[src/include/cwd_map.svh]
// address map, field positions, encodings and timing figures of the configuration word decoder
`ifndef CWD_MAP_SVH
`define CWD_MAP_SVH

// register word indices; byte address is four times the index
`define CWD_STATUS_INDEX 16'h0000
`define CWD_CONTROL_INDEX 16'h0001
`define CWD_CFG_INDEX 16'h2007
`define CWD_CFG_SPACE_LO 16'h2000
`define CWD_CFG_SPACE_HI 16'h3fff

// configuration word fields
`define CWD_PROTECT_BIT 13
`define CWD_BROWN_SEL_BIT 7
`define CWD_BROWN_EN_BIT 6
`define CWD_PWRUP_N_BIT 3
`define CWD_WATCHDOG_BIT 2
`define CWD_OSC_HI_BIT 1
`define CWD_OSC_LO_BIT 0
`define CWD_UNUSED_MASK 16'hdf30
`define CWD_ERASED 16'hffff

// oscillator mode encodings
`define CWD_OSC_LOWPWR_CODE 2'h0
`define CWD_OSC_CRYSTAL_CODE 2'h1
`define CWD_OSC_FAST_CODE 2'h2
`define CWD_OSC_RC_CODE 2'h3

// sequencer state codes, gray along hold, delay, start-up, run, sleep
`define CWD_ST_HOLD_CODE 3'h0
`define CWD_ST_DELAY_CODE 3'h1
`define CWD_ST_START_CODE 3'h3
`define CWD_ST_RUN_CODE 3'h2
`define CWD_ST_SLEEP_CODE 3'h6

// control register bits
`define CWD_CTRL_SLEEP_BIT 0
`define CWD_CTRL_ERASE_BIT 1

// status register fields
`define CWD_STAT_STATE_LSB 0
`define CWD_STAT_PROTECT_BIT 8
`define CWD_STAT_BROWN_EN_BIT 9
`define CWD_STAT_BROWN_SEL_BIT 10
`define CWD_STAT_PWRUP_N_BIT 11
`define CWD_STAT_WATCHDOG_BIT 12
`define CWD_STAT_OSC_LSB 13
`define CWD_STAT_PROG_BIT 15
`define CWD_STAT_POWER_BIT 16
`define CWD_STAT_HOLD_BIT 17

// timing: power-up delay in ms, clock rate in kHz, start-up count in oscillator cycles
`define CWD_PWRUP_MS 72
`define CWD_CLK_KHZ 100000
`define CWD_OST_CYCLES 1024
`define CWD_CNT_W 23
`define CWD_SYNC_W 7

`endif

[src/include/cwd_pkg.sv]
// types of the configuration word decoder
package cwd_pkg;
`include "cwd_map.svh"

    typedef enum logic [1:0] {
        CWD_OSC_LOWPWR = `CWD_OSC_LOWPWR_CODE,
        CWD_OSC_CRYSTAL = `CWD_OSC_CRYSTAL_CODE,
        CWD_OSC_FAST = `CWD_OSC_FAST_CODE,
        CWD_OSC_RC = `CWD_OSC_RC_CODE
    } cwd_osc_mode_t;

    typedef enum logic [2:0] {
        CWD_ST_HOLD = `CWD_ST_HOLD_CODE,
        CWD_ST_DELAY = `CWD_ST_DELAY_CODE,
        CWD_ST_START = `CWD_ST_START_CODE,
        CWD_ST_RUN = `CWD_ST_RUN_CODE,
        CWD_ST_SLEEP = `CWD_ST_SLEEP_CODE
    } cwd_state_t;

    typedef struct packed {
        logic code_protect_on;
        logic brownout_reset_fuse;
        logic brownout_threshold_select;
        logic powerup_delay_enable_n;
        logic watchdog_enable_fuse;
        cwd_osc_mode_t osc_mode;
    } cwd_settings_t;

endpackage

[src/core/cwd_top.sv]
// configuration word store, decoder and reset/sleep sequencer behind an APB slave
`timescale 1ns/1ps
`default_nettype none
`include "cwd_map.svh"

module cwd_top
    import cwd_pkg::*;
#(
    parameter int PWRUP_CYCLES = `CWD_PWRUP_MS * `CWD_CLK_KHZ
) (
    input wire logic pclk, // bus clock, 100 MHz
    input wire logic presetn, // asynchronous reset, active low
    input wire logic psel, // APB select
    input wire logic penable, // APB access phase
    input wire logic pwrite, // APB direction, high writes
    input wire logic [17:0] paddr, // APB byte address
    input wire logic [31:0] pwdata, // APB write data
    output logic [31:0] prdata, // APB read data
    output logic pready, // APB ready
    output logic pslverr, // APB error
    input wire logic ext_reset_n, // external reset pin, active low
    input wire logic vdd_above_hi, // supply above 4.0V comparator
    input wire logic vdd_above_lo, // supply above 2.5V comparator
    input wire logic watchdog_timeout, // watchdog counter expired
    input wire logic irq_pending, // an enabled interrupt is pending
    input wire logic prog_mode, // programming mode pin
    input wire logic oscillator_input_pin, // crystal or external clock input
    output cwd_settings_t settings, // held decoded settings
    output logic chip_reset_hold, // chip kept in reset
    output logic sleeping, // chip in sleep
    output logic xtal_drive_en, // crystal amplifier enable
    output logic program_memory_erase // one-cycle bulk erase of program memory
);
    localparam logic [`CWD_CNT_W-1:0] PWRUP_LAST = `CWD_CNT_W'(PWRUP_CYCLES - 1);
    localparam logic [`CWD_CNT_W-1:0] OST_LAST = `CWD_CNT_W'(`CWD_OST_CYCLES - 1);

    // word as software would read it: unused positions forced to 1
    function automatic logic [15:0] cfg_view(input logic [15:0] w);
        cfg_view = w | `CWD_UNUSED_MASK;
    endfunction

    function automatic cwd_settings_t decode(input logic [15:0] w);
        cwd_settings_t s;
        s.code_protect_on = ~w[`CWD_PROTECT_BIT];
        s.brownout_threshold_select = w[`CWD_BROWN_SEL_BIT];
        s.brownout_reset_fuse = w[`CWD_BROWN_EN_BIT];
        s.powerup_delay_enable_n = w[`CWD_PWRUP_N_BIT];
        s.watchdog_enable_fuse = w[`CWD_WATCHDOG_BIT];
        s.osc_mode = cwd_osc_mode_t'({w[`CWD_OSC_HI_BIT], w[`CWD_OSC_LO_BIT]});
        return s;
    endfunction

    function automatic logic is_crystal(input cwd_osc_mode_t m);
        is_crystal = (m != CWD_OSC_RC);
    endfunction

    logic [`CWD_SYNC_W-1:0] pins_s;
    logic ext_reset_s_n;
    logic hi_s;
    logic lo_s;
    logic wd_s;
    logic irq_s;
    logic prog_s;
    logic osc_s;
    logic osc_prev;
    logic osc_rise;

    cwd_sync #(
        .WIDTH(`CWD_SYNC_W)
    ) u_sync (
        .clk(pclk),
        .rst_n(presetn),
        .async_in({ext_reset_n, vdd_above_hi, vdd_above_lo, watchdog_timeout,
                   irq_pending, prog_mode, oscillator_input_pin}),
        .sync_out(pins_s)
    );

    assign {ext_reset_s_n, hi_s, lo_s, wd_s, irq_s, prog_s, osc_s} = pins_s;

    always_ff @(posedge pclk or negedge presetn) begin
        if (!presetn) begin
            osc_prev <= 1'b0;
        end else begin
            osc_prev <= osc_s;
        end
    end

    // external clock and crystal look the same here: only input edges are counted
    assign osc_rise = osc_s & ~osc_prev;

    // ---------------- configuration store ----------------
    logic [15:0] cfg_word;
    logic [15:0] idx;
    logic in_cfg_space;
    logic setup;
    logic wr_done;
    logic wr_cfg;
    logic wr_ctrl;
    logic sleep_req;
    logic erase_req;

    assign idx = paddr[17:2];
    assign in_cfg_space = (idx >= `CWD_CFG_SPACE_LO) && (idx <= `CWD_CFG_SPACE_HI);
    assign setup = psel & ~penable;
    assign wr_done = psel & penable & pready & pwrite & ~pslverr;
    assign wr_cfg = wr_done & (idx == `CWD_CFG_INDEX);
    assign wr_ctrl = wr_done & (idx == `CWD_CONTROL_INDEX);
    assign sleep_req = wr_ctrl & pwdata[`CWD_CTRL_SLEEP_BIT];
    // erase is refused outside programming mode, like every configuration access
    assign erase_req = wr_ctrl & pwdata[`CWD_CTRL_ERASE_BIT] & prog_s;

    // one-time cells: a write can only program bits to 0; only bulk erase or presetn restores 1s,
    // and erase takes the program memory with it, so protection lifts only on erase or presetn
    always_ff @(posedge pclk or negedge presetn) begin
        if (!presetn) begin
            cfg_word <= `CWD_ERASED;
        end else if (erase_req) begin
            cfg_word <= `CWD_ERASED;
        end else if (wr_cfg) begin
            cfg_word <= cfg_word & cfg_view(pwdata[15:0]);
        end
    end

    always_ff @(posedge pclk or negedge presetn) begin
        if (!presetn) begin
            program_memory_erase <= 1'b0;
        end else begin
            program_memory_erase <= erase_req;
        end
    end

    // ---------------- sequencer ----------------
    cwd_state_t state;
    cwd_state_t next_state;
    logic power_class;
    logic [`CWD_CNT_W-1:0] cnt;
    logic vdd_ok;
    logic brown_trip;
    logic wd_reset;
    logic wake;
    logic xtal;

    assign vdd_ok = settings.brownout_threshold_select ? hi_s : lo_s;
    assign brown_trip = settings.brownout_reset_fuse & ~vdd_ok;
    // no software path touches the watchdog: fuse and timeout only
    assign wd_reset = (state == CWD_ST_RUN) & wd_s & settings.watchdog_enable_fuse;
    assign wake = (wd_s & settings.watchdog_enable_fuse) | irq_s;
    assign xtal = is_crystal(settings.osc_mode);

    always_comb begin
        next_state = state;
        if (!ext_reset_s_n || brown_trip || wd_reset) begin
            next_state = CWD_ST_HOLD;
        end else begin
            unique case (state)
                CWD_ST_HOLD: begin
                    // delay follows its own bit only, whatever the brown-out fuse says
                    if (power_class && !settings.powerup_delay_enable_n) begin
                        next_state = CWD_ST_DELAY;
                    end else if (power_class && xtal) begin
                        next_state = CWD_ST_START;
                    end else begin
                        next_state = CWD_ST_RUN;
                    end
                end
                CWD_ST_DELAY: begin
                    if (cnt == PWRUP_LAST) begin
                        next_state = xtal ? CWD_ST_START : CWD_ST_RUN;
                    end
                end
                CWD_ST_START: begin
                    if (osc_rise && cnt == OST_LAST) begin
                        next_state = CWD_ST_RUN;
                    end
                end
                CWD_ST_RUN: begin
                    if (sleep_req) begin
                        next_state = CWD_ST_SLEEP;
                    end
                end
                CWD_ST_SLEEP: begin
                    if (wake) begin
                        next_state = xtal ? CWD_ST_START : CWD_ST_RUN;
                    end
                end
                default: begin
                    next_state = CWD_ST_HOLD;
                end
            endcase
        end
    end

    always_ff @(posedge pclk or negedge presetn) begin
        if (!presetn) begin
            state <= CWD_ST_HOLD;
            chip_reset_hold <= 1'b1;
            sleeping <= 1'b0;
        end else begin
            state <= next_state;
            chip_reset_hold <= (next_state == CWD_ST_HOLD) || (next_state == CWD_ST_DELAY) ||
                               (next_state == CWD_ST_START);
            sleeping <= (next_state == CWD_ST_SLEEP);
        end
    end

    // power-on and brown-out arm the delay; external and watchdog resets do not
    always_ff @(posedge pclk or negedge presetn) begin
        if (!presetn) begin
            power_class <= 1'b1;
        end else if (brown_trip) begin
            power_class <= 1'b1;
        end else if (next_state == CWD_ST_RUN) begin
            power_class <= 1'b0;
        end
    end

    // one counter serves both timers; every state change restarts it
    always_ff @(posedge pclk or negedge presetn) begin
        if (!presetn) begin
            cnt <= '0;
        end else if (next_state != state) begin
            cnt <= '0;
        end else if (state == CWD_ST_DELAY || (state == CWD_ST_START && osc_rise)) begin
            cnt <= cnt + `CWD_CNT_W'(1);
        end
    end

    // settings follow the word only in the hold state, so programming a live part
    // changes nothing until the next reset
    always_ff @(posedge pclk or negedge presetn) begin
        if (!presetn) begin
            settings <= decode(`CWD_ERASED);
        end else if (state == CWD_ST_HOLD) begin
            settings <= decode(cfg_word);
        end
    end

    always_ff @(posedge pclk or negedge presetn) begin
        if (!presetn) begin
            xtal_drive_en <= 1'b0;
        end else begin
            xtal_drive_en <= xtal;
        end
    end

    // ---------------- APB slave ----------------
    logic [31:0] status_word;
    logic [31:0] rd_data;
    logic rd_err;

    always_comb begin
        status_word = '0;
        status_word[`CWD_STAT_STATE_LSB +: 3] = state;
        status_word[`CWD_STAT_PROTECT_BIT] = settings.code_protect_on;
        status_word[`CWD_STAT_BROWN_EN_BIT] = settings.brownout_reset_fuse;
        status_word[`CWD_STAT_BROWN_SEL_BIT] = settings.brownout_threshold_select;
        status_word[`CWD_STAT_PWRUP_N_BIT] = settings.powerup_delay_enable_n;
        status_word[`CWD_STAT_WATCHDOG_BIT] = settings.watchdog_enable_fuse;
        status_word[`CWD_STAT_OSC_LSB +: 2] = settings.osc_mode;
        status_word[`CWD_STAT_PROG_BIT] = prog_s;
        status_word[`CWD_STAT_POWER_BIT] = power_class;
        status_word[`CWD_STAT_HOLD_BIT] = chip_reset_hold;
    end

    always_comb begin
        rd_data = '0;
        rd_err = 1'b0;
        if (in_cfg_space) begin
            if (!prog_s) begin
                rd_err = 1'b1;
            end else if (idx == `CWD_CFG_INDEX) begin
                rd_data = {16'h0000, cfg_view(cfg_word)};
            end else begin
                rd_data = {16'h0000, `CWD_ERASED};
            end
        end else if (idx == `CWD_STATUS_INDEX) begin
            rd_data = status_word;
            rd_err = pwrite;
        end else if (idx != `CWD_CONTROL_INDEX) begin
            rd_err = 1'b1;
        end
    end

    // answer prepared in setup, so every access phase completes in one cycle
    always_ff @(posedge pclk or negedge presetn) begin
        if (!presetn) begin
            pready <= 1'b0;
            pslverr <= 1'b0;
            prdata <= '0;
        end else begin
            pready <= setup;
            pslverr <= setup & rd_err;
            if (setup) begin
                prdata <= pwrite ? 32'h0000_0000 : rd_data;
            end
        end
    end
endmodule

`default_nettype wire

[src/core/cwd_sync.sv]
// two-flop synchroniser for asynchronous pin inputs
`timescale 1ns/1ps
`default_nettype none

module cwd_sync #(
    parameter int WIDTH = 1
) (
    input wire logic clk, // sampling clock
    input wire logic rst_n, // asynchronous reset, active low
    input wire logic [WIDTH-1:0] async_in, // raw pin levels
    output logic [WIDTH-1:0] sync_out // levels safe for logic
);
    logic [WIDTH-1:0] meta;

    // meta feeds only the second flop
    always_ff @(posedge clk or negedge rst_n) begin
        if (!rst_n) begin
            meta <= '0;
            sync_out <= '0;
        end else begin
            meta <= async_in;
            sync_out <= meta;
        end
    end
endmodule

`default_nettype wire

[config.mk]
export PLATFORM = sky130hd
export DESIGN_NAME = cwd_top
export DESIGN_NICKNAME = d
export VERILOG_FILES = /design/src/include/cwd_pkg.sv /design/src/core/cwd_top.sv /design/src/core/cwd_sync.sv
export VERILOG_INCLUDE_DIRS = /design/src /design/src/include
export SDC_FILE = /design/constraint.sdc
export NUM_CORES = 1
export LEC_CHECK = 0
export ABC_AREA = 1
export BUFFER_PORTS_ARGS = -buffer_cell sky130_fd_sc_hd__buf_2
export CORE_UTILIZATION = 50
export CTS_CLUSTER_DIAMETER = 50
export DETAILED_ROUTE_END_ITERATION = 10
export PLACE_DENSITY_LB_ADDON = 0.1
export SYNTH_ARGS = -nofsm -noshare
export SYNTH_HDL_FRONTEND = slang
export SYNTH_SLANG_ARGS = --single-unit
[constraint.sdc]
create_clock -name pclk -period 3.4 [get_ports pclk]
set_input_delay 0.17 -clock pclk [delete_from_list [all_inputs] [get_ports pclk]]
set_output_delay 0.17 -clock pclk [all_outputs]
set_load 0.05 [all_outputs]
After elaboration in Yosys (flattened, before gate mapping)
Index checks and enable logic that the tools add are counted.
{"block": "classes", "n_addsub": 1, "n_mul": 0, "div": 0, "n_lt_le_gt_ge": 2, "n_eq_ne": 15, "shift": 0, "muxes": 25, "bitwise": 23, "n_reduce_logical": 18}
{"op": "$mux W32", "count": 3}
{"op": "$mux W23", "count": 2}
{"op": "$mux W16", "count": 2}
{"op": "$add A23 B1 Y23 const B", "count": 1}
{"op": "$eq A23 B10 Y1 const B", "count": 1}
{"op": "$eq A23 B23 Y1 const B", "count": 1}
{"op": "$mux W18", "count": 1}
{"op": "$and A1 B1 Y1", "count": 16}
{"op": "$and A16 B16 Y16", "count": 1}
{"op": "$eq A16 B1 Y1 const B", "count": 1}
{"op": "$eq A16 B14 Y1 const B", "count": 1}
{"op": "$ge A16 B14 Y1 const B", "count": 1}
{"op": "$le A16 B14 Y1 const B", "count": 1}
{"op": "$logic_not A16 Y1", "count": 1}
{"op": "$ne A16 B1 Y1 const B", "count": 1}
{"op": "$mux W3", "count": 5}
{"op": "$pmux W3 S5", "count": 1}
{"op": "$mux W14", "count": 1}
{"op": "$eq A3 B2 Y1 const B", "count": 4}
{"op": "$mux W1", "count": 9}
{"op": "$eq A3 B1 Y1 const B", "count": 2}
{"op": "$eq A3 B3 Y1 const B", "count": 2}
{"op": "$logic_not A3 Y1", "count": 2}
{"op": "$reduce_bool A2 Y1", "count": 3}
{"op": "8 further kinds", "count": 21}
{"block": "word_totals", "ff_bits": 103, "latchBits": 0, "ram_bits": 0, "rom_bits": 0, "out_inout_bits": 45, "elab_cells": 104, "memories": 0}

Longest topological paths before layout
{"block": "depth", "depth_word": 12, "ltp_mapped": 14, "depth_no_buf": 14}

Hierarchy
From an unflattened synthesis, not the netlist that was laid out.
{"block": "unflattened", "cells_unflattened": 436, "hier_area_um2": 3817.4}
{"mod": "cwd_top", "instances": 1, "cells_per_inst": 422, "area_each_um2": 3467.1, "seq_area_each_um2": 1645.3}
{"mod": "cwd_sync", "instances": 1, "cells_per_inst": 14, "area_each_um2": 350.3, "seq_area_each_um2": 350.3}

Least setup slack after synthesis
Ideal clock, no wire load.
{"block": "synth_timing", "path_type": "flip-flop to flip-flop", "startpoint": "reg settings[1] (netlist bit)", "endpoint": "reg cnt[1]", "arrival_ns": 1.664, "required_ns": 3.274, "setup_slack_ns": 1.610, "path_stages_with_launch": 13, "n_path_buf": 1, "synth_period_minus_slack_ns": 1.790, "cell_sequence": "dfstp_2 -> nand2_1 -> inv_1 -> nand2_1 -> nand3_2 -> nand2_1 -> a21oi_1 -> nand2_1 -> nand2_2 -> nand2_2 -> nand2_4 -> buf_6 -> nor3_2"}
{"block": "synth_between", "elab_chain_len": 8}
{"item": "start: declaration", "line": "cwd_top.sv:28", "text": "output cwd_settings_t settings,"}
{"item": "start signal: assignment", "line": "cwd_top.sv:232", "text": "settings <= decode(`CWD_ERASED);"}
{"item": "start signal: assignment", "line": "cwd_top.sv:234", "text": "settings <= decode(cfg_word);"}
{"item": "$ne A2 B2 Y1 *", "line": "cwd_top.sv:54", "text": "is_crystal = (m != CWD_OSC_RC);"}
{"item": "via xtal", "line": "cwd_top.sv:141", "text": "logic xtal;"}
{"item": "$logic_and A1 B1 Y1", "line": "cwd_top.sv:160", "text": "end else if (power_class && xtal) begin"}
{"item": "$mux W1", "line": "cwd_top.sv:160"}
{"item": "$mux W2", "line": "cwd_top.sv:158", "text": "if (power_class && !settings.powerup_delay_enable_n) begin"}
{"item": "$pmux W3 S5 *", "line": "cwd_top.sv:155", "text": "unique case (state)"}
{"item": "$mux W3 *", "line": "cwd_top.sv:152", "text": "if (!ext_reset_s_n || brown_trip || wd_reset) begin"}
{"item": "$ne A3 B3 Y1 *", "line": "cwd_top.sv:221", "text": "end else if (next_state != state) begin"}
{"item": "$mux W23 / $reduce_bool A2 Y1 (equally long branches)"}
{"item": "end signal: assignment", "line": "cwd_top.sv:224", "text": "cnt <= cnt + `CWD_CNT_W'(1);"}
{"item": "end: declaration", "line": "cwd_top.sv:136", "text": "logic [`CWD_CNT_W-1:0] cnt;"}
The timed path passes the listed nets; every way through them passes the cells marked *.
A chain may end at the register's enable or synchronous reset.

Final worst setup path
{"block": "layout_timing", "startpoint": "reg cnt[0]", "endpoint": "reg cnt[17]"}
{"block": "layout_between", "elab_chain_len": 7}
{"item": "$eq A23 B10 Y1", "line": "cwd_top.sv:172", "text": "if (osc_rise && cnt == OST_LAST) begin"}
{"item": "$logic_and A1 B1 Y1", "line": "cwd_top.sv:172"}
{"item": "$mux W3", "line": "cwd_top.sv:172"}
{"item": "$pmux W3 S5", "line": "cwd_top.sv:155"}
{"item": "$mux W3", "line": "cwd_top.sv:152"}
{"item": "$ne A3 B3 Y1", "line": "cwd_top.sv:221"}
{"item": "$mux W23 / $reduce_bool A2 Y1 (equally long branches)"}
Several ways; a longest one is shown, not always the timed one. The select of a mux whose other input is x is not followed.

==> impl_metrics.yaml <==
logic_synthesis:
  synth_area_sq_um: 4060
  dominantRegCellSynth: "sky130_fd_sc_hd__dfrtp_1"
  ys_async_sr_fraction_pct: 100
  yosysTopAreaCell: "sky130_fd_sc_hd__dfrtp_1"
  synthesized_area_divided_by_synthesized_cell_count_sq_um: 8.92
  post-synth-top-count-cell: "sky130_fd_sc_hd__nand2_1"
  synthesis.yosys.warnings: 0
  synth-edff-count: 0
  synthesis.instances: 455
  yosys_register_bits: 79
  synth.yosys.seq_area_share_pct: 49.2
  synthDistinctLibCells: 34
  synth_area_leaders: "sky130_fd_sc_hd__dfrtp_1 (39%), sky130_fd_sc_hd__dfstp_2 (9.7%), sky130_fd_sc_hd__nand2_1 (9.4%), sky130_fd_sc_hd__nor3_2 (5.4%), sky130_fd_sc_hd__inv_1 (5.1%)"
  post_synth_most_frequent_cells: "sky130_fd_sc_hd__nand2_1 (102), sky130_fd_sc_hd__dfrtp_1 (64), sky130_fd_sc_hd__inv_1 (55), sky130_fd_sc_hd__nor2_1 (41), sky130_fd_sc_hd__nand3_1 (30)"
  yosysTopAreaCellShare_pct: 39.5
outcome:
  status: "finished, violations left"
  failed_checks: "negative hold slack"
global_routing:
  grt_start_max_net_pins: 80
  global_routing_usage_summed_across_all_routing_layers_pct: 22.6
  first_global_vias: 3152
  first_pass_grt_wire_length_um: 14900
  grt_antenna_before_repair: 0
  grt_remaining_overflow: 0
cts:
  post_cts_resized: 0
  tritoncts: "built"
  clock_tree.buffer_depth: 2
  cts-hold-fix-buffers: 8
  postCtsSetupBuffers: 0
  clock_insertion_delay_worst_skew_ns: 0.35
  clkTransAtPathRegs_ns: 0.09
  cts.root.buffer_cell: "sky130_fd_sc_hd__clkbuf_8"
  clock-sinks: 79
  ctsHtreeMaxLevel: 3
  cts_buffers: 9
die:
  die_area_sq_um: 8480
  fp.dieH_um: 92.1
  initial_utilization_pct: 52.0
  core-area_sq_um: 7810
  pin_count: 107
  number_of_cell_rows: 32
  die_width_um: 92.1
worst_setup_path:
  slowest_delay_ns: 0.39
  crit_chain: "ha_1, nand2_1, nor2_1, nand2_1, inv_2, nand3_1, nand2_1, nand2_1, nand2_1, nand2_1, nand2_2, nand3_4, nor3_1"
  timing.critical_path.required_ns: 3.66
  worst-setup-path-type: "flop to flop"
  critical-path-top-cell-by-count: "sky130_fd_sc_hd__nand2_1"
  cp-end-kind: "flop"
  timing.critical_path.fanout_max: 23
  critPathSlowestCell: "sky130_fd_sc_hd__dfrtp_1"
  worst_ep_arrival_time_ns: 2.29
  start_kind: "flop"
sta:
  final-setup-viol-count: 0
  fin_setup_tns_ns: 0
  grt_setup_unrepaired: "no"
  fmax_mhz: 492
  maxSlewHeadroom_pct: 35.8
  finalClockSkew_ns: 0.0116
  tightestPinTransition_ns: 0.963
  slew_violations: 0
  hold_slack_ns: -0.0354
  timing_hold_violations_final: 35
  layout_min_cycle_time_ns: 2.03
  final_min_period_over_clock_period_pct: 59.7
  timing.final.ws_setup_ns: 1.37
route:
  firstDrtPassIters: 4
  final_antenna_net_count: 0
  dr_total_vias: 3264
  detailedRoute.firstIterationViolations: 157
  detailed_route_wl_um: 8570
  drt-vias-per-instance: 5.12
  route.detailed.drc: 0
  avgRoutedWirePerCell_um: 13.4
pwr:
  power.share.switching_pct: 28.7
  irDropWorstVdd_uv: 363
  power.leakage_nw: 2.29
  seq_power_share_pct: 51.5
  intPower_mw: 1.37
  power.clock.fraction_pct: 36.2
  power.total_mw: 1.92
  relative_contribution_of_combinational_cells_to_total_power_pct: 12.3
  power_switching_mw: 0.550
  cellPowerDensity_nw_per_um2: 410
placed_design:
  place_worst_setup_slack_ns: 1.36
  gp_congestion: 0.934
  dpl.cell_count: 614
  portBuffers: 65
  detailedPlacementHpwl_um: 6240
cells_and_area:
  final_cells: 638
  ratio_of_cells_with_drive_above_1_in_the_final_layout_pct: 27.4
  area.growth.synth_to_final_pct: 15.0
  nNetsFinal: 594
  antennaDiodeCount: 0
hold_path:
  worst_hold_path_type: "input port to asynchronous set/reset pin"
job:
  drv.max_cap_violation_count: 0
-- stage by stage --
| step | area [sq um] | util (%) | hold slack (ns) |
|---|---|---|---|
| after detailed placement | 4390 | 56.2 | 0.279 |
| after global placement | 4390 | 56.2 | 0.278 |
| final | 4670 | 59.8 | -0.0354 |
| after global routing | 4670 | 59.8 | 0.0525 |
| after floorplan | 4110 | - | -0.126 |
| after CTS | 4670 | 59.8 | 0.00250 |
-- critical path: cells and delay by family (launching register included) --
family	cells	cell delay, ns
simple gates	11	1.26
fa+ha+maj	1	0.18
flops	1	0.39
buf+inv	1	0.11
-- layout make-up --
type / instances / area, sq um
Timing Repair Buffer: 73 / 408
Clock buffer: 9 / 124
Inverter: 60 / 225
Multi-Input combinational cell: 308 / 1710
Sequential cell: 79 / 2000
Clock inverter: 7 / 73.8
Tap cell: 102 / 128
Fill cell: 700 / 3140
-- cells by family (layout without fill, tap and decap cells) --
family | Yosys count | after routing | share of synthesized area (%)
adders and majority gates | 1 | 1 | 0.308
DFF | 79 | 79 | 49.2
other | 1 | 14 | 0.0924
and+or+nand+nor | 234 | 234 | 30.6
AOI/OAI and AO/OA | 40 | 40 | 5.89
buffers and inverters | 81 | 149 | 9.80
xor gates and xnor gates | 19 | 19 | 4.10
-- power by group through the flow --
stage          combinational [mW]  clock [mW]  sequential, mW
6_report                    0.235       0.693           0.986
5_1_grt                     0.258       0.754           0.990
4_1_cts                     0.238       0.709           0.987
3_5_place_dp                0.229           0            1.00
3_3_place_gp                0.225           0            1.00
2_1_floorplan               0.143           0            1.04
-- flip-flops by register name, summed over array words and instances, names as in the netlist --
register,count
sleeping,1
u_sync.meta,7
pready,1
program_memory_erase,1
u_sync.sync_out,7
osc_prev,1
cfg_word,7
chip_reset_hold,1
cnt,23
prdata,17
state,3
settings,7
power_class,1
pslverr,1
xtal_drive_en,1
-- worst paths after layout --
check / start / endpoint / slack [ns] / depth (start not counted)
worst max-delay path: cnt[0] / cnt[17] / 1.37 / 13
worst min-delay path: presetn / u_sync.meta[1] / -0.04 / 1
worst max register to register: cnt[0] / cnt[17] / 1.37 / 13
worst min register to register: u_sync.meta[6] / u_sync.sync_out[6] / 0.35 / 0
max in group asynchronous: presetn / u_sync.meta[0] / 2.81 / 1
min in group pclk: psel / pready / 0.04 / 3
-- metal layers --
metal	vias to the layer above	GRT usage [%]	share of wire [%]
li1	1588	-	-
met1	1572	32.2	49
met2	86	34.5	44
met3	18	3.73	4.3
met4	0	9.11	2.7
met5	-	0	0
-- layout by cell type, fill, tap and decap left out, drive strengths merged, types with 5 or more instances in the layout --
| cell | n |
|---|---|
| a22o | 7 |
| nand2 | 109 |
| nor4 | 5 |
| nand3 | 35 |
| xor2 | 14 |
| nor3 | 27 |
| nor2 | 51 |
| nand4 | 6 |
| o21ai | 25 |
| conb | 14 |
| inv | 60 |
| dfstp | 15 |
| clkbuf | 9 |
| dfrtp | 64 |
| xnor2 | 5 |
| buf | 65 |
| dlygate4sd3 | 8 |
Note: power is estimated with default switching activity, not from simulation.
